File: src/inc/adc_cmp_pkg.sv
package adc_cmp_pkg;
    // -------------------------------------------------
    // Register byte offsets
    // -------------------------------------------------
    localparam logic [7:0] OFF_CTRL_FIRST  = 8'h00; // Mode and input select
    localparam logic [7:0] OFF_INT_SECOND  = 8'h04; // Interrupt/skip select
    localparam logic [7:0] OFF_ACC         = 8'h08; // Accumulator image
    localparam logic [7:0] OFF_REG_B       = 8'h0c; // Register B image
    localparam logic [7:0] OFF_OP          = 8'h10; // Instruction strobe
    localparam logic [7:0] OFF_STATUS      = 8'h14; // Flag, busy, skip
    localparam logic [7:0] OFF_RESULT      = 8'h18; // 10-bit result
    localparam logic [7:0] OFF_CMP         = 8'h1c; // Comparator value

    // -------------------------------------------------
    // Field positions
    // -------------------------------------------------
    localparam int MODE_BIT    = 3; // 1 comparator, 0 conversion
    localparam int ST_FLAG_BIT = 0;
    localparam int ST_BUSY_BIT = 1;
    localparam int ST_SKIP_BIT = 2;

    // -------------------------------------------------
    // Instruction codes written to the strobe register
    // -------------------------------------------------
    localparam logic [2:0] OP_CONVERT_START = 3'h1;
    localparam logic [2:0] OP_LOW_TO_ACC    = 3'h2;
    localparam logic [2:0] OP_SKIP_IF_DONE  = 3'h3;
    localparam logic [2:0] OP_CMP_LOAD      = 3'h4;
    localparam logic [2:0] OP_INT_TAKEN     = 3'h5;

    // -------------------------------------------------
    // Reset values and timing
    // -------------------------------------------------
    localparam logic [3:0] CTRL_RST     = 4'h0;
    localparam logic [3:0] INT_RST      = 4'h0;
    localparam int         MC_CYCLES    = 2;  // Machine cycles before first step
    localparam int         ADC_DIV_DEF  = 6;  // Instruction clock per converter clock
    localparam int         SAR_STEPS    = 10; // Bits of a conversion
    localparam int         CNT_W        = 8;

    typedef enum logic {ST_IDLE, ST_RUN} conv_state_e;
endpackage

File: src/design/adc_comparator_mode_control.sv
// Decided for this implementation: the address map and the APB interface to the registers.
`timescale 1ns/1ps
// Overview of operation
// Start instruction begins single comparator comparison
// Comparison ends after 2 cycles plus one converter clock
// Input below comparison value sets done flag
// Low two result bits go to accumulator top
// Low two accumulator bits forced to zero
// Software keeps mode bit still while busy
// Software clears interrupt bit before leaving comparator
// Leaving comparator mode may set done flag
// Software issues skip after mode change
// Interrupt taken or skip clears done flag
// Mode bit one comparator, zero conversion
// Comparator load takes B high, accumulator low
// Conversion writes 10-bit result when finished
// Input not below leaves flag unchanged
module adc_comparator_mode_control
    import adc_cmp_pkg::*;
#(
    parameter int ADC_DIV = ADC_DIV_DEF
) (
    // Clock and reset
    input  wire logic        pclk,
    input  wire logic        presetn,
    // APB slave
    input  wire logic        psel,
    input  wire logic        penable,
    input  wire logic        pwrite,
    input  wire logic [7:0]  paddr,
    input  wire logic [31:0] pwdata,
    output logic      [31:0] prdata,
    output logic             pready,
    output logic             pslverr,
    // Analog front end, digitised input level
    input  wire logic [9:0]  ain_code,
    // Status
    output logic             conversion_done_flag,
    output logic             conv_busy
);
    // -------------------------------------------------
    // Declarations
    // -------------------------------------------------
    localparam logic [CNT_W-1:0] FIRST_CNT = CNT_W'(MC_CYCLES + ADC_DIV - 1);
    localparam logic [CNT_W-1:0] STEP_CNT  = CNT_W'(ADC_DIV - 1);

    logic [9:0]       ain_s1_q, ain_s2_q;      // Two-stage synchroniser
    logic [3:0]       ctrl_q, ctrl_d;          // converter_control_first
    logic [3:0]       intc_q, intc_d;          // interrupt_control_second
    logic [3:0]       acc_q, acc_d;            // Accumulator image
    logic [3:0]       regb_q, regb_d;          // Register B image
    logic [7:0]       cmp_q, cmp_d;            // Comparator value
    logic [9:0]       res_q, res_d;            // Result register
    logic [9:0]       mask_q, mask_d;          // Bit under trial
    logic [CNT_W-1:0] cnt_q, cnt_d;            // Cycles to next step
    logic             flag_q, flag_d;          // conversion_done_flag
    logic             skip_q, skip_d;          // Last skip result
    conv_state_e      state_q, state_d;
    logic [31:0]      rdata_q, rdata_d;
    logic             ready_q, ready_d;
    logic             err_q, err_d;

    logic             acc_w, wr_w;             // Access completes
    logic             mapped_w;
    logic [2:0]       op_w;
    logic             start_w, low_bits_to_acc_op_w, skip_w, load_w, itak_w, mode_fall_w;
    logic             step_w, finish_w, below_w, set_w, clear_w;
    logic [9:0]       trial_w;

    // -------------------------------------------------
    // Input synchroniser
    // -------------------------------------------------
    // Analog code arrives unsynchronised; only the second stage is used
    always_ff @(posedge pclk or negedge presetn) begin
        if (!presetn) begin
            ain_s1_q <= 10'h000;
            ain_s2_q <= 10'h000;
        end else begin
            ain_s1_q <= ain_code;
            ain_s2_q <= ain_s1_q;
        end
    end

    // -------------------------------------------------
    // Decode
    // -------------------------------------------------
    // Access ends one wait state after the access phase opens
    assign acc_w    = psel && penable && ready_q;
    assign wr_w     = acc_w && pwrite && !err_q;
    assign op_w     = pwdata[2:0];
    assign mapped_w = (paddr[7:5] == 3'h0) && (paddr[1:0] == 2'h0);
    // Instruction strobes
    assign start_w  = wr_w && paddr == OFF_OP && op_w == OP_CONVERT_START;
    assign low_bits_to_acc_op_w   = wr_w && paddr == OFF_OP && op_w == OP_LOW_TO_ACC;
    assign skip_w   = wr_w && paddr == OFF_OP && op_w == OP_SKIP_IF_DONE;
    assign load_w   = wr_w && paddr == OFF_OP && op_w == OP_CMP_LOAD;
    assign itak_w   = wr_w && paddr == OFF_OP && op_w == OP_INT_TAKEN;
    // Comparator to conversion mode change
    assign mode_fall_w = wr_w && paddr == OFF_CTRL_FIRST && ctrl_q[MODE_BIT]
                         && !pwdata[MODE_BIT];
    // Converter clock tick while running
    assign step_w   = (state_q == ST_RUN) && (cnt_q == '0);
    assign trial_w  = res_q | mask_q;
    // Comparator ends at first step, conversion at last bit
    assign finish_w = step_w && (ctrl_q[MODE_BIT] || mask_q[0]);
    assign below_w  = ain_s2_q[9:2] < cmp_q;
    // Flag events; set wins over clear
    assign set_w    = (finish_w && (!ctrl_q[MODE_BIT] || below_w))
                      || mode_fall_w;
    assign clear_w  = itak_w || (skip_w && flag_q);

    // -------------------------------------------------
    // Next state
    // -------------------------------------------------
    always_comb begin
        ctrl_d  = ctrl_q;
        intc_d  = intc_q;
        acc_d   = acc_q;
        regb_d  = regb_q;
        cmp_d   = cmp_q;
        res_d   = res_q;
        mask_d  = mask_q;
        cnt_d   = cnt_q;
        skip_d  = skip_q;
        state_d = state_q;
        // Set beats clear in the same cycle
        flag_d  = set_w ? 1'b1 : (clear_w ? 1'b0 : flag_q);
        // Plain register writes; mode bit assumed stable while busy
        if (wr_w) begin
            case (paddr)
                OFF_CTRL_FIRST: ctrl_d = pwdata[3:0];
                OFF_INT_SECOND: intc_d = pwdata[3:0];
                OFF_ACC:        acc_d  = pwdata[3:0];
                OFF_REG_B:      regb_d = pwdata[3:0];
                default: ;
            endcase
        end
        // Low result bits into accumulator top, bottom cleared
        if (low_bits_to_acc_op_w) begin
            acc_d = {res_q[1:0], 2'b00};
        end
        // Comparator value only writable in comparator mode
        if (load_w && ctrl_q[MODE_BIT]) begin
            cmp_d = {regb_q, acc_q};
        end
        if (skip_w) begin
            skip_d = flag_q;
        end
        case (state_q)
            ST_IDLE: begin
                // Start ignored while running
                if (start_w) begin
                    state_d = ST_RUN;
                    cnt_d   = FIRST_CNT;
                    mask_d  = 10'h200;
                    if (!ctrl_q[MODE_BIT]) begin
                        res_d = 10'h000;
                    end
                end
            end
            ST_RUN: begin
                if (!step_w) begin
                    cnt_d = cnt_q - CNT_W'(1);
                end else if (ctrl_q[MODE_BIT]) begin
                    state_d = ST_IDLE;
                end else begin
                    // Keep trial bit if not above input
                    if (trial_w <= ain_s2_q) begin
                        res_d = trial_w;
                    end
                    mask_d = mask_q >> 1;
                    cnt_d  = STEP_CNT;
                    if (mask_q[0]) begin
                        state_d = ST_IDLE;
                    end
                end
            end
            default: state_d = ST_IDLE;
        endcase
    end

    // -------------------------------------------------
    // APB answer
    // -------------------------------------------------
    // Read data captured with the wait state, unmapped gives error
    always_comb begin
        ready_d = psel && penable && !ready_q;
        // Error flop only ever stands beside pready, so it drives the pin directly
        err_d   = ready_d && !mapped_w;
        rdata_d = rdata_q;
        if (ready_d) begin
            rdata_d = 32'h0000_0000;
            case (paddr)
                OFF_CTRL_FIRST: rdata_d[3:0] = ctrl_q;
                OFF_INT_SECOND: rdata_d[3:0] = intc_q;
                OFF_ACC:        rdata_d[3:0] = acc_q;
                OFF_REG_B:      rdata_d[3:0] = regb_q;
                OFF_STATUS:     rdata_d[2:0] = {skip_q, state_q == ST_RUN, flag_q};
                OFF_RESULT:     rdata_d[9:0] = res_q;
                OFF_CMP:        rdata_d[7:0] = cmp_q;
                default: ;
            endcase
        end
    end

    // -------------------------------------------------
    // Registers
    // -------------------------------------------------
    always_ff @(posedge pclk or negedge presetn) begin
        if (!presetn) begin
            ctrl_q  <= CTRL_RST;
            intc_q  <= INT_RST;
            acc_q   <= 4'h0;
            regb_q  <= 4'h0;
            cmp_q   <= 8'h00;
            res_q   <= 10'h000;
            mask_q  <= 10'h000;
            cnt_q   <= '0;
            flag_q  <= 1'b0;
            skip_q  <= 1'b0;
            state_q <= ST_IDLE;
            rdata_q <= 32'h0000_0000;
            ready_q <= 1'b0;
            err_q   <= 1'b0;
        end else begin
            ctrl_q  <= ctrl_d;
            intc_q  <= intc_d;
            acc_q   <= acc_d;
            regb_q  <= regb_d;
            cmp_q   <= cmp_d;
            res_q   <= res_d;
            mask_q  <= mask_d;
            cnt_q   <= cnt_d;
            flag_q  <= flag_d;
            skip_q  <= skip_d;
            state_q <= state_d;
            rdata_q <= rdata_d;
            ready_q <= ready_d;
            err_q   <= err_d;
        end
    end

    assign prdata               = rdata_q;
    assign pready               = ready_q;
    assign pslverr              = err_q;
    assign conversion_done_flag = flag_q;
    assign conv_busy            = (state_q == ST_RUN);

    // -------------------------------------------------
    // Assertions
    // -------------------------------------------------
    start_run_a: assert property (@(posedge pclk) disable iff (!presetn)
        start_w && state_q == ST_IDLE |=> state_q == ST_RUN)
        else $error("start did not launch operation");
    cmp_time_a: assert property (@(posedge pclk) disable iff (!presetn)
        $rose(state_q == ST_RUN) && ctrl_q[MODE_BIT]
        |-> (state_q == ST_RUN) [*8] ##1 state_q == ST_IDLE)
        else $error("comparison length wrong");
    flag_set_a: assert property (@(posedge pclk) disable iff (!presetn)
        finish_w && ctrl_q[MODE_BIT] && below_w |=> flag_q)
        else $error("flag not set on below");
    low_bits_to_acc_op_move_a: assert property (@(posedge pclk) disable iff (!presetn)
        low_bits_to_acc_op_w |=> acc_q[3:2] == $past(res_q[1:0]))
        else $error("low bits not moved");
    low_bits_to_acc_op_zero_a: assert property (@(posedge pclk) disable iff (!presetn)
        low_bits_to_acc_op_w |=> acc_q[1:0] == 2'b00)
        else $error("accumulator low bits not zero");
    mode_flag_a: assert property (@(posedge pclk) disable iff (!presetn)
        mode_fall_w |=> flag_q && !ctrl_q[MODE_BIT])
        else $error("mode change flag missing");
    skip_clear_a: assert property (@(posedge pclk) disable iff (!presetn)
        skip_w && flag_q && !set_w |=> !flag_q && skip_q)
        else $error("skip did not clear flag");
    cmp_load_a: assert property (@(posedge pclk) disable iff (!presetn)
        load_w && ctrl_q[MODE_BIT] |=> cmp_q == {$past(regb_q), $past(acc_q)})
        else $error("comparator load wrong");
    conv_done_a: assert property (@(posedge pclk) disable iff (!presetn)
        finish_w && !ctrl_q[MODE_BIT] |=> flag_q && state_q == ST_IDLE
        && res_q == (($past(trial_w) <= $past(ain_s2_q)) ? $past(trial_w) : $past(res_q)))
        else $error("conversion end wrong");
    flag_keep_a: assert property (@(posedge pclk) disable iff (!presetn)
        finish_w && ctrl_q[MODE_BIT] && !below_w && !clear_w && !mode_fall_w
        |=> flag_q == $past(flag_q))
        else $error("flag changed on not below");
endmodule

File: config.mk
export PLATFORM = sky130hd
export DESIGN_NAME = adc_comparator_mode_control
export DESIGN_NICKNAME = d
export VERILOG_FILES = /design/src/inc/adc_cmp_pkg.sv /design/src/design/adc_comparator_mode_control.sv
export SDC_FILE = /design/constraint.sdc
export NUM_CORES = 1
export LEC_CHECK = 0
export BUFFER_PORTS_ARGS = -buffer_cell sky130_fd_sc_hd__buf_2
export CAP_MARGIN = 10
export CELL_PAD_IN_SITES_DETAIL_PLACEMENT = 1
export CELL_PAD_IN_SITES_GLOBAL_PLACEMENT = 1
export CORE_ASPECT_RATIO = 0.9
export CORE_MARGIN = 4
export CORE_UTILIZATION = 46
export DETAILED_ROUTE_END_ITERATION = 6
export PLACE_DENSITY_LB_ADDON = 0.1
export SETUP_SLACK_MARGIN = 0.4
export SYNTH_ARGS = -nofsm -noshare
export SYNTH_HDL_FRONTEND = slang
export SYNTH_SLANG_ARGS = --single-unit
File: constraint.sdc
create_clock -name pclk -period 3.03 [get_ports pclk]
set_input_delay 0.606 -clock pclk [delete_from_list [all_inputs] [get_ports pclk]]
set_output_delay 0.606 -clock pclk [all_outputs]
set_load 0.03 [all_outputs]
# Word level (Yosys, flattened, before mapping)
# Cells that the tools add are included.
[word_totals] mem_count=0 out_inout_bits=36 latch_bits=0 in_bits=55 mem_bits_rw=0 rom_bits=0 ff_bits=87
[classes] div=0 addsub=1 bitwise=2 n_mux=28 n_reduce_logical=44 eq_ne=18 n_shift=0 magnitude_cmp=2 n_mul=0
[op_table] operator="$mux 10" n=8
[op_table] operator="$pmux 10 s2" n=2
[op_table] operator="$eq 8x5->1 const B" n=4
[op_table] operator="$mux 8" n=3
[op_table] operator="$logic_and 1x1->1" n=21
[op_table] operator="$pmux 3 s7" n=1
[op_table] operator="$eq 8x4->1 const B" n=2
[op_table] operator="$logic_not 8->1" n=2
[op_table] operator="$pmux 8 s2" n=1
[op_table] operator="$mux 4" n=3
[op_table] operator="$le 10x10->1" n=1
[op_table] operator="$or 10x10->10" n=1
[op_table] operator="$reduce_and 2->1" n=5
[op_table] operator="$eq 8x3->1 const B" n=1
[op_table] operator="$lt 8x8->1" n=1
[op_table] operator="$pmux 4 s2" n=1
[op_table] operator="$sub 8x1->8 const B" n=1
[op_table] operator="$eq 3x2->1 const B" n=2
[op_table] operator="$eq 3x3->1 const B" n=2
[op_table] operator="$mux 1" n=6
[op_table] operator="$ne 2x2->1 const B" n=3
[op_table] operator="$pmux 1 s6" n=1
[op_table] operator="$reduce_bool 2->1" n=3
[op_table] operator="$logic_not 1->1" n=5
[op_table] operator="other kinds (11)" n=15

# Longest topological paths before layout
# Gate-level depths: netlist of run 1.
[depth] ltp_word=10 ltp_mapped=7

# Least setup slack after synthesis of run 1
# Ideal clock, no wire load.
[synth_path] path_kind="input -> register" start="in paddr[7]" end="reg cmp_q[0]" path_slack_ns=0.507 arrival_ns=2.398 path_buffers=0 path_stages=5 required_ns=2.905 setup_ns=0.125 cell_sequence="or4_4 or2_4 nor4_4 nor3b_4 mux2_2"
[synth_between] elab_chain_cells=4
[synth_lines] item="start, declared" line="adc_comparator_mode_control.sv:30" text="input wire logic [7:0] paddr,"
[synth_lines] item="$eq 8x5->1" line="adc_comparator_mode_control.sv:96" text="assign load_w = wr_w && paddr == OFF_OP && op_w == OP_CMP_LOAD;"
[synth_lines] item="$logic_and 1x1->1 (2 in series)" line="adc_comparator_mode_control.sv:96"
[synth_lines] item="$logic_and 1x1->1" line="adc_comparator_mode_control.sv:143" text="if (load_w && ctrl_q[MODE_BIT]) begin"
[synth_lines] item="end signal, assigned" line="adc_comparator_mode_control.sv:230" text="cmp_q <= cmp_d;"
[synth_lines] item="end, declared" line="adc_comparator_mode_control.sv:52" text="logic [7:0] cmp_q, cmp_d;"
# Every way passes these cells.
# A chain may end at the register's enable or synchronous reset.

# Worst setup path after layout of run 1
[layout_path] start="in paddr[7]" end="reg cmp_q[5]"
# The elaborated chain is that of the path after synthesis.

==> metrics.cfg, run 1 <==
[die]
dieArea_um2=10970
io_pins=91
die_height_um=99.76
core-area_um2=9125
die_w_um=110.0
initial_core_util_pct=47.15
rows=33

[final_layout]
drive_gt1_share_pct=23.48
fill_cells=1027
nets=511
fin_area_um2=4815
n_antenna_cell=0
post-route-util_pct=52.76
syn2layout_area_growth_pct=11.89

[global_route]
grt_max_degree=88
grt_use_total_pct=19.67
antenna_found_initial=0
grt_pass1_wl_um=16820
overflow=0
first_global_vias=3318

[yosys]
synthArstFlopShare_pct=100.0
seq_area_frac_synth_pct=50.60
synth_seq_cells=87
synth.most_common_cell=dfrtp_1
netlist-cell-type-count=58
synthTopCellsByCount=dfrtp_1, inv_1, nand2_1
synth_edf_count=0
syn_avg_cell_area_um2=10.98
syn_inst=392
synth_top_area_cell=dfrtp_1
yosysTopAreaCellShare_pct=50.60
ys.flop_type=dfrtp_1
syn_area_um2=4303
yosysWarnings=0
synth_area_leaders=dfrtp_1, mux2_2, ha_1, a22o_1, buf_4

[detailed_routing]
wl_per_cell_um=17.72
drt_iter0_markers=132
vias=3115
dr.pass1.iters=4
antenna_left=0
routed_wl_um=10010
via_per_inst=5.513
drc=0

[run_status]
status=finished clean

[setup_path]
worstPathMaxFanout=8
critPathTopFamily=simple AND/OR/NAND/NOR gates
startpoint=paddr[7]
critical_path_buf_inv_count=1
max_stage_delay_ns=0.57
crit_chain=buf_2 > or4_4 > or2_4 > nor4_4 > nor3b_4 > mux2_2
timing.rr.start=res_q[3]
critPathCaptureType=register
required_ns=3.26
startpoint_type=input port
critPathArrivalTime_ns=2.71
path_class=in -> reg
slowest_stage=or4_4

[placed_design]
post-place-ws_ns=0.2184
hpwl_um=7420
io_buffers=40
routabilityCongestion=0.8123
place_area_um2=4591

[pwr]
p_seq_share_pct=53.5
p_per_area_nw_per_um2=462.9
swShare_pct=24.74
pwr-share-clk_pct=38.6
cellInternalPower_mw=1.677
peakVddDrop_uv=237.1
p_comb_share_pct=7.9
p_leak_nw=2.382
switchingPower_mw=0.5514

[sta]
max_slew.worst_pin.slew_ns=0.9794
fmax_ghz=0.4040
slew-limit-headroom_pct=34.71
setup_ws_ns=0.5551
skew_ns=0.01579
fin_crit_sh_pct=81.68
rsz0062_at_grt=no
finalSetupTns_ns=0
hold_viol_final=0
period_minus_slack_ns=2.475
slew_viol_final=0
hold_ws_ns=0.2747
setup_viol=0

[cts]
cts_setup_buffers=0
cts.sinks=87
clockBufferDepth=2
hold_buffers=0
cts_tree=done
clkLatencyLatePin_ns=0.36
cts_htree_levels=3
cts_buffers=9
root_buffer=clkbuf_8
clkSlewWorstSetupHoldPaths_ns=0.08

[flow_run]
maxCapViolations=0

[min_path]
hold_path.class=in -> async

## per-layer routing
layer | vias up | GRT usage (%) | wire length (µm)
met3 | 13 | 4.023 | 458
met5 | - | 0 | 0
met4 | 0 | 5.369 | 124
met2 | 67 | 32.28 | 4864
met1 | 1576 | 26.44 | 4562
li1 | 1459 | - | -
## worst paths after layout
kind / to / slack [ns] / depth (start not counted)
hold / removal: prdata[7] / 0.27 / 2
setup / recovery: cmp_q[5] / 0.56 / 6
setup reg to reg: res_q[6] / 0.71 / 7
min in group pclk: ain_s1_q[0] / 0.35 / 1
max in group asynchronous: conv_busy / 2.39 / 2
hold reg to reg: ain_s2_q[9] / 0.35 / 0
## through the flow
stage	power (mW)	std cells
CTS	2.267	565
global placement	1.389	549
floorplan	1.342	413
finish	2.229	565
detailed placement	1.394	549
global route	2.337	565
## state kept, by name (all words and copies together) (netlist names), 4 cells and up
signal,count
regb_q,4
ain_s2_q,10
cnt_q,8
intc_q,4
ain_s1_q,10
ctrl_q,4
prdata,10
acc_q,4
res_q,10
mask_q,10
cmp_q,8
## layout make-up
type                    count  area, µm²  share of cell area, %
clock buffers              12      165.2                  3.430
clock inverters             4      52.55                  1.091
inverters                  29      108.9                  2.261
multi-input cells         264       1891                  39.27
flip-flops and latches     87       2177                  45.22
well taps                 122      152.6                  3.170
repair buffers             47      267.8                  5.561
## power groups by stage
stage | Combinational (mW) | Sequential (mW) | Clock, mW
after CTS | 0.179 | 1.19 | 0.895
after detailed placement | 0.178 | 1.22 | 0
after floorplan | 0.114 | 1.23 | 0
final | 0.177 | 1.19 | 0.859
after global routing | 0.197 | 1.20 | 0.944
after global placement | 0.174 | 1.22 | 0
## cell usage in the layout, fill, tap and decap left out, drive strengths merged, types with 17 or more instances in the layout
cell type  Yosys  final
inv           29     29
nand2         26     26
buf           24     47
mux2          21     21
a22o          22     22
nor2          20     20
ha            18     18
o21ai         17     17
conb           1     22
dfrtp         87     87
## what timing repair did
action,4_1_cts,5_1_grt
resized for setup,0,1
hold endpoints to repair,0,0
endpoints found under the setup margin,0,9
## kinds of logic (layout without fill, tap and decap cells)
logic type | after synthesis | after routing | synth area share (%)
xor+xnor | 4 | 4 | 0.8141
compound gates | 80 | 80 | 13.55
mux | 26 | 26 | 6.950
other cells | 1 | 22 | 0.08715
flops | 87 | 87 | 50.60
fa+ha+maj | 18 | 18 | 5.234
buf+inv | 62 | 92 | 7.444
simple gates | 114 | 114 | 15.32
Note: power is estimated with default switching activity, not from simulation.
==> inputs of run 2 (changes only) <==
- CORE_UTILIZATION: 46 -> 38
- clock period: 3.03 -> 2.1 ns (I/O delays scaled with it)
==> run 2 against run 1 <==
Power rose by 57%. Final area rose by 24%. Clock skew fell by 0.0089 ns. Critical path depth rose by 1. Core utilization rose by 1.7 points. Global-route usage fell by 0.093 points. Sequential cell count did not move. Count of clock-buffer cells in the layout fell by 1. Worst setup slack got worse by 0.54 ns. Via count rose by 9.2%. Final cell count rose by 16%. First-iteration DRC count rose by 26%. Largest power group unchanged. Highest routed layer unchanged.
==> metrics.cfg, run 2 (synthesis gave the netlist of run 1 again) <==
[die]
initial_core_util_pct=39.31
core-area_um2=10950
dieArea_um2=13090
rows=36
die_w_um=120.2
die_height_um=109.0
io_pins=91

[pwr]
p_leak_nw=2.819
pwr-share-clk_pct=41.6
swShare_pct=24.97
p_comb_share_pct=9.1
p_seq_share_pct=49.2
p_per_area_nw_per_um2=587.1
peakVddDrop_uv=479.6
total_power_mw=3.501
switchingPower_mw=0.8742
cellInternalPower_mw=2.627

[min_path]
hp-start=ain_code[8]
hold_path.class=in -> reg
hold_end=ain_s1_q[8]
hold_depth=1

[flow_run]
maxCapViolations=0

[placed_design]
dp_cells=622
hpwl_um=8599
routabilityCongestion=0.8300
io_buffers=40

[global_route]
first_global_vias=3694
antenna_found_initial=0
overflow=0
grt_max_degree=39
grt_use_total_pct=19.57
grt_pass1_wl_um=19760

[sta]
skew_ns=0.006908
slew_viol_final=0
period_minus_slack_ns=2.089
rsz0062_at_grt=yes
slew-limit-headroom_pct=62.80
fmax_ghz=0.4787
max_slew.worst_pin.slew_ns=0.5580
fin_crit_sh_pct=99.48
setup_viol=0
hold_viol_final=0

[run_status]
status=finished clean

[cts]
cts_htree_levels=3
root_buffer=clkbuf_16
cts.sinks=87
clockBufferDepth=2
cts_buffers=9
clkLatencyLatePin_ns=0.34
cts_tree=done
clkSlewWorstSetupHoldPaths_ns=0.06

[final_layout]
syn2layout_area_growth_pct=38.59
layout_common_cells=dfrtp_1, buf_4, buf_2
final_common_cell=dfrtp_1
final_cell_count_no_fill=653
n_antenna_cell=0
drive_gt1_share_pct=42.51
nets=570
fill_cells=1178
post-route-util_pct=54.48

[detailed_routing]
wl_per_cell_um=18.56
antenna_left=0
routed_wl_um=12120
via_per_inst=5.211
drt_iter0_markers=166
vias=3403
dr.pass1.iters=5
drc=0

[setup_path]
worstPathMaxFanout=8
timing.rr.start=res_q[5]
critPathArrivalTime_ns=2.31
startpoint=paddr[1]
ff2ff_path_depth=8
slowest_stage=or4_4
critPathCaptureType=register
path_class=in -> reg
required_ns=2.32
r2r_slack_ns=0.06
crit_chain=buf_6 > or4_4 > or2_4 > nor4_4 > nor3b_4 > buf_12 > mux2_4
critPathTopFamily=simple AND/OR/NAND/NOR gates
reg2reg_to=res_q[8]
critical_path_buf_inv_count=2
startpoint_type=input port
max_stage_delay_ns=0.53

run 2: power groups by stage:
stage	clock (mW)	sequential, mW	combinational (mW)
6_report	1.46	1.72	0.319
2_1_floorplan	0	1.77	0.167
5_1_grt	1.57	1.73	0.352
4_1_cts	1.50	1.72	0.309
3_3_place_gp	0	1.75	0.275
3_5_place_dp	0	1.76	0.282
run 2: final cells by class:
cell class | instances | area (µm²) | area share [%]
inverter | 29 | 108.9 | 1.825
clock buffer | 11 | 242.7 | 4.071
multi-input combinational | 265 | 2426 | 40.68
clock inverter | 4 | 22.52 | 0.3777
sequential | 87 | 2178 | 36.53
tap | 152 | 190.2 | 3.189
timing repair buffer | 105 | 794.5 | 13.32
run 2: per-layer routing:
| layer | part of all wire [%] | global-route usage (%) | up-vias |
|---|---|---|---|
| met5 | 0 | 0 | - |
| li1 | - | - | 1565 |
| met1 | 44 | 25.45 | 1699 |
| met3 | 5.2 | 3.734 | 28 |
| met2 | 48 | 32.37 | 111 |
| met4 | 3.0 | 8.095 | 0 |
run 2: how the worst max path moves through the flow:
stage	to	slack (ns)	depth (start not counted)
2_1_floorplan	cmp_q[0]	-0.24	5
3_3_place_gp	cmp_q[7]	-0.41	7
3_5_place_dp	cmp_q[7]	-0.40	7
4_1_cts	cmp_q[4]	0.04	7
5_1_grt	cmp_q[6]	-0.02	7
6_report	cmp_q[4]	0.01	7
run 2: timing repair:
item	4_1_cts	5_1_grt
cloned	1	0
setup endpoints to repair	63	65
hold buffers	1	0
gates resized for setup	81	32
endpoints found under the hold margin	11	0
buffers inserted	9	5
pin swaps	21	11
run 2: per-stage QoR:
step	hold slack, ns	setup TNS [ns]	area, µm²	worst slack, ns
2_1_floorplan	0.1244	-1.793	4432	-0.2370
3_3_place_gp	0.2821	-12.87	5004	-0.4091
3_5_place_dp	0.2865	-13.68	5004	-0.4026
4_1_cts	0.1717	0	5779	0.03580
5_1_grt	0.1689	-0.08866	5963	-0.01507
6_report	0.1859	0	5963	0.01090
run 2: worst register-to-register path, stage by stage, from the launching register on:
cell	delay (ns)
dfrtp_1	0.38
or2_4	0.26
ha_4	0.27
nand4_1	0.18
o21bai_4	0.24
a31oi_4	0.18
nor3b_4	0.08
buf_12	0.14
a22o_1	0.19
==> inputs of run 3 (changes only) <==
- CELL_PAD_IN_SITES_DETAIL_PLACEMENT: 1 -> 0
==> run 3 against run 2 <==
Clock skew barely moved. Power up 5.9%. Routed wire length down 8.7%. Maximum frequency grew 0.36%. Final area up 2.2%. Final cell count rose by 0.46%. Non-clock buffer count grew 3. Sequential share of layout area shrank 0.75 points. Count of clock-buffer cells in the layout up 3. Largest cell class unchanged. Combinational power decreased by 2%.
==> metrics.cfg, run 3 (synthesis gave the netlist of run 1 again) <==
[setup_path]
critical_path_buf_inv_count=2
crit_chain=buf_6 > or4_4 > or2_4 > nor4_4 > nor3b_4 > buf_12 > mux2_4
critPathTopFamily=simple AND/OR/NAND/NOR gates
startpoint_type=input port
startpoint=paddr[1]
worstPathMaxFanout=8
slowest_stage=or4_4
path_class=in -> reg
required_ns=2.32
max_stage_delay_ns=0.53
critPathArrivalTime_ns=2.30
critPathCaptureType=register
timing.rr.start=res_q[1]

[cts]
clkSlewWorstSetupHoldPaths_ns=0.06
cts.sinks=87
root_buffer=clkbuf_16
clkLatencyLatePin_ns=0.34
cts_buffers=9
cts_tree=done
clockBufferDepth=2
cts_htree_levels=3

[detailed_routing]
drc=0
routed_wl_um=11060
vias=3295
via_per_inst=5.023
dr.pass1.iters=4
drt_iter0_markers=242
antenna_left=0
wl_per_cell_um=16.86

[sta]
setup_ws_ns=0.01835
max_slew.worst_pin.slew_ns=0.5082
fmax_ghz=0.4804
hold_viol_final=0
skew_ns=0.006482
finalSetupTns_ns=0
slew_viol_final=0
period_minus_slack_ns=2.082
slew-limit-headroom_pct=65.99
setup_viol=0
rsz0062_at_grt=yes
fin_crit_sh_pct=99.13

[final_layout]
fill_cells=949
final_common_cell=dfrtp_1
layout_common_cells=dfrtp_1, buf_4, buf_2
fin_area_um2=6092
syn2layout_area_growth_pct=41.58
n_antenna_cell=0
nets=572
drive_gt1_share_pct=43.65

[min_path]
hold_path.class=in -> reg
hp-start=ain_code[7]

[run_status]
status=finished clean

[placed_design]
place_area_um2=5004
post-place-ws_ns=-0.3895
io_buffers=40
routabilityCongestion=0.8300
hpwl_um=7785

[global_route]
grt_pass1_wl_um=17770
first_global_vias=3389
grt_max_degree=39
grt_use_total_pct=17.60
antenna_found_initial=0
overflow=0

[pwr]
switchingPower_mw=0.8809
total_power_mw=3.707
p_per_area_nw_per_um2=608.5
peakVddDrop_uv=483.5
swShare_pct=23.76
pwr-share-clk_pct=45.1
p_comb_share_pct=8.4
p_seq_share_pct=46.5
cellInternalPower_mw=2.826
p_leak_nw=2.886

[die]
io_pins=91
die_w_um=120.2
core-area_um2=10950
rows=36
initial_core_util_pct=39.31
dieArea_um2=13090
die_height_um=109.0

[flow_run]
maxCapViolations=0

## run 3: changes by cell type in the layout (fill, tap and decap cells not counted), moves of 2 or more
cell	previous run	this run
buf_6	11	17
mux2_2	5	1
mux2_4	16	20
nand2_1	23	19
buf_4	50	47
clkinv_2	3	0
and2_1	2	0
and2_4	0	2
clkbuf_8	1	3
nand2_2	1	3
## run 3: path summary, 6_finish.rpt
check                               to  slack, ns  cells after the start
setup / recovery              cmp_q[4]       0.02                      7
hold / removal             ain_s1_q[7]       0.18                      1
setup reg to reg              res_q[4]       0.10                      8
hold reg to reg            ain_s2_q[8]       0.35                      0
max in group asynchronous     cnt_q[1]       1.09                      3
min in group asynchronous    prdata[3]       0.47                      2
## run 3: repair_timing
| item | CTS | global route |
|---|---|---|
| cloned | 0 | 1 |
| pin swaps | 28 | 19 |
| hold buffers | 1 | 0 |
| endpoints found under the setup margin | 64 | 65 |
| resized for setup | 69 | 61 |
| hold endpoints to repair | 11 | 0 |
| setup buffers | 13 | 3 |
## run 3: power by group through the flow
| stage | clock network [mW] | registers, mW | logic, mW |
|---|---|---|---|
| 2_1_floorplan | 0 | 1.77 | 0.167 |
| 3_3_place_gp | 0 | 1.75 | 0.275 |
| 3_5_place_dp | 0 | 1.75 | 0.277 |
| 4_1_cts | 1.69 | 1.72 | 0.300 |
| 5_1_grt | 1.78 | 1.73 | 0.345 |
| 6_report | 1.67 | 1.72 | 0.313 |
## run 3: through the flow
step                      util, %  hold slack [ns]  std cells
after CTS                   52.80           0.1765        652
after global placement      45.71           0.2821        622
after floorplan                 -           0.1244        413
after detailed placement    45.71           0.2829        622
after global routing        55.66           0.1701        656
final                       55.66           0.1845        656
## run 3: layout make-up
cell class | instances | area [µm²] | area share (%)
Multi-Input combinational cell | 264 | 2442 | 40.09
Sequential cell | 87 | 2180 | 35.78
Clock inverter | 2 | 37.54 | 0.6161
Timing Repair Buffer | 108 | 859.6 | 14.11
Tap cell | 152 | 190.2 | 3.122
Inverter | 29 | 108.9 | 1.787
Clock buffer | 14 | 274.0 | 4.498
## run 3: routing by layer
| metal | track usage, % | vias up | share of wire, % | wire length (µm) |
|---|---|---|---|---|
| met2 | 28.80 | 61 | 48 | 5288 |
| li1 | - | 1576 | - | - |
| met4 | 4.415 | 0 | 0.67 | 74 |
| met5 | 0 | - | 0 | 0 |
| met3 | 4.046 | 6 | 4.3 | 473 |
| met1 | 23.83 | 1652 | 47 | 5225 |
